==> config.mk <==
export PLATFORM = sky130hd
export DESIGN_NAME = exception_vector_interrupt_regs
export DESIGN_NICKNAME = d
export VERILOG_FILES = /design/src/hw/exception_vector_interrupt_regs.v
export VERILOG_INCLUDE_DIRS = /design/src /design/src/hw
export SDC_FILE = /design/constraint.sdc
export NUM_CORES = 1
export LEC_CHECK = 0
export BUFFER_PORTS_ARGS = -buffer_cell sky130_fd_sc_hd__buf_2
export CORE_AREA = 2 2 167 169
export CTS_BUF_LIST = sky130_fd_sc_hd__clkbuf_8
export CTS_CLUSTER_SIZE = 30
export DETAILED_ROUTE_END_ITERATION = 16
export DIE_AREA = 0 0 169 171
export SLEW_MARGIN = 5
export SYNTH_ARGS = -nofsm -noshare
export SYNTH_HDL_FRONTEND = slang
export SYNTH_SLANG_ARGS = --single-unit
==> constraint.sdc <==
create_clock -name clock -period 2.18 [get_ports clock]
set_input_delay 0.327 -clock clock [delete_from_list [all_inputs] [get_ports clock]]
set_output_delay 0.327 -clock clock [all_outputs]
set_load 0.005 [all_outputs]
==> src/hw/exception_vector_interrupt_regs_consts.vh <==
// constants for the exception, vector read and interrupt summary block
// assumes 32-bit byte addresses on both processor ports and a 200 MHz clock
`ifndef EXCEPTION_VECTOR_INTERRUPT_REGS_CONSTS_VH
`define EXCEPTION_VECTOR_INTERRUPT_REGS_CONSTS_VH

// register addresses
`define ADDR_CAUSE_MAIN       32'h10084000
`define ADDR_CAUSE_DIAG       32'h20084000
`define ADDR_VECTOR_LEVEL14   32'h16000050
`define ADDR_VECTOR_LEVEL15   32'h16000054
`define ADDR_VECTOR_LEVEL16   32'h16000058
`define ADDR_VECTOR_LEVEL17   32'h1600005c

// interrupt cause summary fields
`define CAUSE_HALT_BIT        3
`define CAUSE_POWER_FAIL_BIT  2
`define CAUSE_MEM_ERROR_BIT   1
`define CAUSE_WRITE_ERROR_BIT 0
`define CAUSE_UNUSED_ONES     28'hfffffff

// context register fields
`define CTX_BASE_HI           31
`define CTX_BASE_LO           21
`define CTX_PAGE_HI           20
`define CTX_PAGE_LO           2

// revision register fields
`define REV_IMP_LO            8
`define REV_IMP_HI            15

// status register bits
`define SR_BOOT_VECTOR_BIT    22
`define SR_TRANS_SHUT_BIT     21
`define SR_CACHE_SWAP_BIT     17
`define SR_USER_MODE_BIT      1
`define SR_INT_ENABLE_BIT     0

// status reset values
`define SR_BOOT_VECTOR_RESET  1'b1
`define SR_CLEARED_RESET      1'b0
`define RANDOM_RESET          6'h00

// exception vectors
`define VEC_RESET             32'hbfc00000
`define VEC_MISS_NORMAL       32'h80000000
`define VEC_GENERAL_NORMAL    32'h80000080
`define VEC_MISS_BOOT         32'hbfc00100
`define VEC_GENERAL_BOOT      32'hbfc00180
`define VEC_RESET_PHYSICAL    32'h1fc00000

// exception kinds
`define EXC_KIND_RESET        2'h0
`define EXC_KIND_MISS         2'h1
`define EXC_KIND_GENERAL      2'h2

// timing
`define CLOCK_MHZ             200
`define IACK_TIMEOUT_NS       1000

`endif

==> src/hw/exception_vector_interrupt_regs.v <==
// exception vectors, status reset bits, context and revision registers,
// interrupt cause summary and vector read registers with acknowledge cycle.
// assumes: processor ports and peripheral acknowledge logic share clock;
// cause pins are asynchronous and are synchronised here.
//
// Notes on behaviour
// - context upper field bits 31..21 holds software page table base
// - context bits 20..2 read-only, loaded with failing page on fault
// - revision reads implementation 15..8, revision 7..0, upper half zero
// - cause summary readable by main and diagnostic processor at own addresses
// - cause summary bits 31..4 always read as ones
// - cause bit 3 reads set while halt request is posted
// - bit 2 power fail, cleared at reset, blocks until zero written
// - bit 1 memory error, cleared at reset, waits until zero written
// - bit 0 write error marks address valid, cleared, rearm by zero
// - vector read runs acknowledge cycle, vector returned in bits 15..0
// - no acknowledge answer ends vector read with bus error
// - vector reads at four addresses serve levels 14..17, 17 highest
// - only main processor reaches vector reads, diagnostic accesses do not
// - side-effect lower requests drop when the higher request drops
// - boot bit clear: miss and general vectors normal, reset vector stays in rom
// - boot bit set: miss and general vectors move into rom space
// - general vector serves address, bus, break, cop, int, ovf, ri, tlb
// - reset exception taken on reset release, vector in first rom word
// - reset clears shutdown, swap, user, int enable; sets boot; clears random
// - status bit 22 selects alternate boot vectors when one
`timescale 1ns/1ps
`include "exception_vector_interrupt_regs_consts.vh"

module exception_vector_interrupt_regs #(
    parameter [7:0]  IMPLEMENTATION_CODE = 8'h5a, // arbitrary value
    parameter [7:0]  REVISION_CODE       = 8'h01, // arbitrary value
    parameter        IACK_TIMEOUT_CYCLES =
        (`IACK_TIMEOUT_NS * `CLOCK_MHZ + 999) / 1000
) (
    // clock and reset
    input  wire        clock,
    input  wire        rst,
    // main processor register port
    input  wire        main_req,
    input  wire        main_we,
    input  wire [31:0] main_addr,
    input  wire [31:0] main_wdata,
    output reg         main_ack_q,
    output reg         main_bus_error_q,
    output reg  [31:0] main_rdata_q,
    // diagnostic processor register port
    input  wire        diag_req,
    input  wire        diag_we,
    input  wire [31:0] diag_addr,
    input  wire [31:0] diag_wdata,
    output reg         diag_ack_q,
    output reg         diag_bus_error_q,
    output reg  [31:0] diag_rdata_q,
    // asynchronous cause pins
    input  wire        halt_request_pin,
    input  wire        power_fail_pin,
    input  wire        memory_error_pin,
    input  wire        write_error_pin,
    // peripheral interrupt requests and acknowledge cycle, levels 14..17
    input  wire [3:0]  irq_level_in,
    output reg  [3:0]  irq_pending_q,
    output reg         iack_req_q,
    output reg  [1:0]  iack_level_q,
    input  wire        iack_done,
    input  wire [15:0] iack_vector,
    // context register
    input  wire        context_we,
    input  wire [31:0] context_wdata,
    input  wire        address_fault,
    input  wire [18:0] failing_page_number,
    output reg  [31:0] context_pointer_q,
    // revision register
    output reg  [31:0] chip_revision_id_q,
    // status bits
    input  wire        status_we,
    input  wire [31:0] status_wdata,
    output reg         boot_vector_select_q,
    output reg         translation_shutdown_q,
    output reg         cache_swap_q,
    output reg         current_user_mode_q,
    output reg         current_int_enable_q,
    output reg  [5:0]  random_q,
    // exception vectoring
    input  wire        exception_valid,
    input  wire [1:0]  exception_kind,
    output reg         vector_valid_q,
    output reg  [31:0] vector_address_q
);

    localparam ST_IDLE = 1'b0;
    localparam ST_IACK = 1'b1;
    localparam TIMER_W = 16;

    // one synchroniser per cause pin
    reg  [3:0] sync1_q;
    reg  [3:0] sync2_q;
    reg  [3:0] sync3_q;
    reg  [3:0] level_q;
    wire [3:0] pins = {halt_request_pin, power_fail_pin, memory_error_pin,
                       write_error_pin};
    // level moves only once two later stages agree; a one-cycle glitch is dropped
    wire [3:0] agree = ~(sync2_q ^ sync3_q);
    wire [3:0] level_d = (agree & sync2_q) | (~agree & level_q);
    wire [3:0] rise = level_d & ~level_q;

    reg  [2:0] flags_q;
    reg        halt_q;
    reg  [3:0] shadow_q;
    reg  [3:0] irq_prev_q;
    reg        state_q;
    reg  [TIMER_W-1:0] timer_q;
    reg        reset_seen_q;

    // unused bits are constant ones, so writes there cannot reach them
    function [31:0] cause_word;
        input       halt;
        input [2:0] flags;
        begin
            cause_word = {`CAUSE_UNUSED_ONES, halt, flags};
        end
    endfunction

    // full decode: aliases of the vector addresses give a bus error
    function [2:0] vector_hit;
        input [31:0] addr;
        begin
            vector_hit = 3'h0;
            case (addr)
                `ADDR_VECTOR_LEVEL14: vector_hit = 3'h4;
                `ADDR_VECTOR_LEVEL15: vector_hit = 3'h5;
                `ADDR_VECTOR_LEVEL16: vector_hit = 3'h6;
                `ADDR_VECTOR_LEVEL17: vector_hit = 3'h7;
                default:              vector_hit = 3'h0;
            endcase
        end
    endfunction

    function [31:0] vector_for;
        input [1:0] kind;
        input       boot;
        begin
            case (kind)
                `EXC_KIND_RESET: vector_for = `VEC_RESET;
                `EXC_KIND_MISS:
                    vector_for = boot ? `VEC_MISS_BOOT : `VEC_MISS_NORMAL;
                default:
                    vector_for = boot ? `VEC_GENERAL_BOOT : `VEC_GENERAL_NORMAL;
            endcase
        end
    endfunction

    wire [2:0] main_vec     = vector_hit(main_addr);
    wire       main_cause   = main_addr == `ADDR_CAUSE_MAIN;
    wire       diag_cause   = diag_addr == `ADDR_CAUSE_DIAG;
    wire       main_clr     = main_req & main_we & main_cause & (state_q == ST_IDLE);
    wire       diag_clr     = diag_req & diag_we & diag_cause;
    wire [2:0] clear_mask   = (main_clr ? ~main_wdata[2:0] : 3'h0)
                            | (diag_clr ? ~diag_wdata[2:0] : 3'h0);
    wire [2:0] flag_events  = {rise[`CAUSE_POWER_FAIL_BIT], rise[`CAUSE_MEM_ERROR_BIT],
                               rise[`CAUSE_WRITE_ERROR_BIT]};

    // lower levels raised under a higher request are tracked separately
    reg  [3:0] higher_active;
    integer    i;
    always @* begin
        higher_active = 4'h0;
        for (i = 0; i < 3; i = i + 1) begin
            higher_active[i] = |(irq_level_in >> (i + 1));
        end
    end
    wire [3:0] irq_rise = irq_level_in & ~irq_prev_q;

    // synchronisers and filtered levels
    always @(posedge clock) begin
        if (rst) begin
            sync1_q <= 4'h0;
            sync2_q <= 4'h0;
            sync3_q <= 4'h0;
            level_q <= 4'h0;
        end else begin
            sync1_q <= pins;
            sync2_q <= sync1_q;
            sync3_q <= sync2_q;
            level_q <= level_d;
        end
    end

    // cause summary; set wins over a clear in the same cycle
    always @(posedge clock) begin
        if (rst) begin
            flags_q <= 3'h0;
            halt_q  <= 1'b0;
        end else begin
            // halt is a plain level, nothing to clear
            halt_q  <= level_d[`CAUSE_HALT_BIT];
            flags_q <= (flags_q & ~clear_mask) | flag_events;
        end
    end

    // request filtering of side-effect lower levels
    always @(posedge clock) begin
        if (rst) begin
            shadow_q      <= 4'h0;
            irq_prev_q    <= 4'h0;
            irq_pending_q <= 4'h0;
        end else begin
            irq_prev_q    <= irq_level_in;
            // a shadowed level is masked once no higher request remains, until its own raw request falls;
            // a real request raised at that level under a higher one is hidden too
            shadow_q      <= (shadow_q | (irq_rise & higher_active)) & irq_level_in;
            irq_pending_q <= irq_level_in & ~(shadow_q & ~higher_active);
        end
    end

    // main processor port and acknowledge cycle
    always @(posedge clock) begin
        if (rst) begin
            state_q          <= ST_IDLE;
            timer_q          <= {TIMER_W{1'b0}};
            iack_req_q       <= 1'b0;
            iack_level_q     <= 2'h0;
            main_ack_q       <= 1'b0;
            main_bus_error_q <= 1'b0;
            main_rdata_q     <= 32'h00000000;
        end else begin
            main_ack_q       <= 1'b0;
            main_bus_error_q <= 1'b0;
            case (state_q)
                ST_IDLE: begin
                    if (main_req) begin
                        if (main_cause) begin
                            main_ack_q   <= 1'b1;
                            if (!main_we) begin
                                main_rdata_q <= cause_word(halt_q, flags_q);
                            end
                        end else if (main_vec[2] && main_we) begin
                            main_ack_q   <= 1'b1;
                        end else if (main_vec[2]) begin
                            state_q      <= ST_IACK;
                            iack_req_q   <= 1'b1;
                            iack_level_q <= main_vec[1:0];
                            timer_q      <= {TIMER_W{1'b0}};
                        end else begin
                            main_bus_error_q <= 1'b1;
                        end
                    end
                end
                // a request made here gets no answer at all; masters must wait
                ST_IACK: begin
                    // no responder: give up after the timeout rather than hang the master
                    if (iack_done) begin
                        state_q      <= ST_IDLE;
                        iack_req_q   <= 1'b0;
                        main_ack_q   <= 1'b1;
                        main_rdata_q <= {16'hffff, iack_vector};
                    end else if (timer_q == IACK_TIMEOUT_CYCLES[TIMER_W-1:0] - 1'b1) begin
                        state_q          <= ST_IDLE;
                        iack_req_q       <= 1'b0;
                        main_bus_error_q <= 1'b1;
                    end else begin
                        timer_q <= timer_q + 1'b1;
                    end
                end
                default: begin
                    state_q    <= ST_IDLE;
                    iack_req_q <= 1'b0;
                end
            endcase
        end
    end

    // diagnostic processor port: cause summary only
    always @(posedge clock) begin
        if (rst) begin
            diag_ack_q       <= 1'b0;
            diag_bus_error_q <= 1'b0;
            diag_rdata_q     <= 32'h00000000;
        end else begin
            diag_ack_q       <= diag_req & diag_cause;
            diag_bus_error_q <= diag_req & ~diag_cause;
            if (diag_req && diag_cause && !diag_we) begin
                diag_rdata_q <= cause_word(halt_q, flags_q);
            end
        end
    end

    // context and revision registers
    always @(posedge clock) begin
        if (rst) begin
            context_pointer_q  <= 32'h00000000;
            chip_revision_id_q <= 32'h00000000;
        end else begin
            chip_revision_id_q <= {16'h0000, IMPLEMENTATION_CODE, REVISION_CODE};
            if (context_we) begin
                context_pointer_q[`CTX_BASE_HI:`CTX_BASE_LO] <=
                    context_wdata[`CTX_BASE_HI:`CTX_BASE_LO];
            end
            // base write and fault touch disjoint fields, so both may land at once
            if (address_fault) begin
                context_pointer_q[`CTX_PAGE_HI:`CTX_PAGE_LO] <= failing_page_number;
            end
        end
    end

    // status bits and exception vectoring
    always @(posedge clock) begin
        if (rst) begin
            boot_vector_select_q   <= `SR_BOOT_VECTOR_RESET;
            translation_shutdown_q <= `SR_CLEARED_RESET;
            cache_swap_q           <= `SR_CLEARED_RESET;
            current_user_mode_q    <= `SR_CLEARED_RESET;
            current_int_enable_q   <= `SR_CLEARED_RESET;
            random_q               <= `RANDOM_RESET;
            reset_seen_q           <= 1'b0;
            vector_valid_q         <= 1'b0;
            vector_address_q       <= 32'h00000000;
        end else begin
            if (status_we) begin
                boot_vector_select_q   <= status_wdata[`SR_BOOT_VECTOR_BIT];
                translation_shutdown_q <= status_wdata[`SR_TRANS_SHUT_BIT];
                cache_swap_q           <= status_wdata[`SR_CACHE_SWAP_BIT];
                current_user_mode_q    <= status_wdata[`SR_USER_MODE_BIT];
                current_int_enable_q   <= status_wdata[`SR_INT_ENABLE_BIT];
            end
            // first cycle out of reset reports the reset exception itself
            reset_seen_q   <= 1'b1;
            vector_valid_q <= ~reset_seen_q | exception_valid;
            if (!reset_seen_q) begin
                vector_address_q <= `VEC_RESET;
            end else if (exception_valid) begin
                vector_address_q <= vector_for(exception_kind, boot_vector_select_q);
            end
        end
    end

endmodule

==> results.md <==
- Fill count: 3,005
- Max cap viols: 0
- Placer Congestion: 0.787
- Initial Utilization: 0.198
- Std cell rows: 61
- FFs w/ async S/R, synth: 0
- Post-route setup TNS: 0 ns
- Critical R2R Launch: timer_q[0]
- Worst slew margin: 0.546
- Min-delay src: power_fail_pin
- Post-CTS Setup Repair Bufs: 0
- Chip Width: 169 µm
- H-tree Lvls: 4
- CTS Buf Count: 17
- Half-perimeter wire length after placement: 12,200 µm
- Sink Count: 117
- Worst Setup Start Kind: flop
- Port Buf Inserts: 268
- Area Growth Syn to Fin: 27.3%
- Post-DRT Antenna Nets: 0
- DRT Wirelength: 16,100 µm
- Power Density: 646 nW/µm²
- Vias in the first global route: 4,100
- Number of distinct library cells after synthesis: 52
- Run status: complete, no violations
- Drt first pass iters: 4
- Max IR drop VDD: 0.000314 V
- Synth top area share: 0.433
- Io pins: 431
- Commonest non-fill, non-tap cells in the layout: buf_2 (268), dfxtp_1 (117), conb_1 (56), nor2_1 (54), mux2i_1 (44)
- Setup Skew: 0.0102 ns
- Share of cells above drive strength 1: 0.412
- DR vias/cell: 4.02
- Worst Setup End Kind: flop
- PostCTS Resize Cnt: 0
- DR vias: 4,634
- Max-slew violation count: 0
- Pwr Total: 4.45 mW
- Setup-failing EPs final: 0
- Largest net degree at the start of global routing: 88
- Die area: 28,900 µm²
- Post-synth top area cell: dfxtp_1
- Reg area: 2340 µm²
- Area of the multi-input gates: 2250 µm²
- Tmin final: 1.88 ns
- Synthesis Warnings: 0
- CP required: 2.52 ns
- Mapped Area: 5410 µm²
- Top_reg_cell synth: dfxtp_1
- DR DRC count: 0
- Die height: 171 µm
- CTS tree: done
- Fmax achieved: 0.533 GHz
- Final Hold Fails: 0
- Initial antenna violation count: 2
- Most common cell after layout, fill and taps aside: buf_2
- 1st-iter DRT viols: 157
- Core Region: 27,300 µm²
- Global-route wire length before repair: 22,900 µm
- Synthesized area per cell: 9.36 µm²
- Utilization after layout: 0.252
- Placed standard-cell area: 6540 µm²
- CTS clk-pin slew, worst paths: 0.08 ns
- Pleak: 3.25 nW
- Clock buffer depth: 2
- Crit. Startpoint: timer_q[0]
- Setup Crit Path Kind: reg2reg
- EDFF count, synth: 0
- Total Routing Usage GR: 0.107
- HP Class: in2reg
- RSZ-0062 raised after global routing: false
- Drt wl/cell: 14.0 µm
- Maximum fanout along the worst path: 14
- Slew at the pin closest to its max-slew limit: 0.680 ns
- Hold_buf cts: 0
- Worst hold slack: 0.101 ns
- Clk root buf: clkbuf_8
- Top cells by area, synth: dfxtp_1 (43%), buf_4 (15%), mux2i_1 (8.1%)
- Global route total overflow: 0
- Layout Cell Area excl Fill: 6890 µm²
- Seq/Total Area, Yosys: 0.433
- Worst-Skew Late Latency: 0.43 ns
- Layout Nets: 1,043
- CP arrival: 2.22 ns
- Post-Syn Instances: 578
- Yosys reg bits: 117
- Tcrit/Tclk final: 0.861
## cell type report
type | count | area share
tap | 346 | 0.0629
inverter | 11 | 0.00600
antenna | 1 | 0.000363
sequential | 117 | 0.340
clock buffer | 17 | 0.0340
timing repair buffer | 281 | 0.214
multi-input combinational | 366 | 0.327
clock inverter | 14 | 0.0151
## cell usage after synthesis (all sizes together), types with 12 or more instances
cell type  count
nor4          13
a21oi         25
dfxtp        117
nand3         13
mux2i         44
clkbuf        16
nor2          55
o21ai         14
o221a         12
buf          123
nand2         29
nor2b         14
## per-layer routing
layer / track usage / part of all wire
met1: 0.116 / 0.40
met2: 0.196 / 0.52
met5: 0 / 0
met4: 0.0323 / 0.014
met3: 0.0363 / 0.068
## registers in the layout, indices dropped and copies added (netlist names), 2 cells and up, named ones only
register           count
flags_q                3
sync1_q                4
diag_rdata_q           5
vector_address_q       4
main_rdata_q          17
sync3_q                4
shadow_q               4
sync2_q                4
context_pointer_q     30
iack_level_q           2
irq_prev_q             3
timer_q               16
level_q                3
irq_pending_q          4
## worst max-delay path: stages, from the launching register on
cell and delay, ns:
dfxtp_1 0.37, ha_1 0.24, nor3b_2 0.17, a41oi_1 0.23, and2_2 0.37, a41oi_1 0.16
a311oi_1 0.26
## path summary, 6_finish.rpt
check | endpoint | slack, ns | depth (start not counted)
worst max-delay path | timer_q[15] | 0.30 | 6
worst min register to register | irq_pending_q[3] | 0.43 | 1
worst max register to register | timer_q[15] | 0.30 | 6
worst min-delay path | sync1_q[2] | 0.10 | 2
## kinds of logic after synthesis
family | share of synthesized area
AO/OA/AOI/OAI | 0.130
adder cells (fa/ha/maj) | 0.00231
buffers and inverters | 0.190
flip-flops | 0.433
multiplexers | 0.0814
other | 0.000693
AND/OR/NAND/NOR | 0.163
## per-stage QoR
step / worst slack (ns) / instances
finish: 0.303 / 1153
global route: 0.124 / 1152
CTS: 0.110 / 1152
global placement: 0.146 / 1121
detailed placement: 0.151 / 1121
floorplan: 0.290 / 633
## where the power goes
group | switching (mW) | internal [mW] | leakage, nW
Combinational | 0.202 | 0.200 | 2.13
Sequential | 0.0320 | 2.20 | 0.956
Clock | 1.03 | 0.786 | 0.157
No activity file was read; power rests on OpenSTA's default activity.
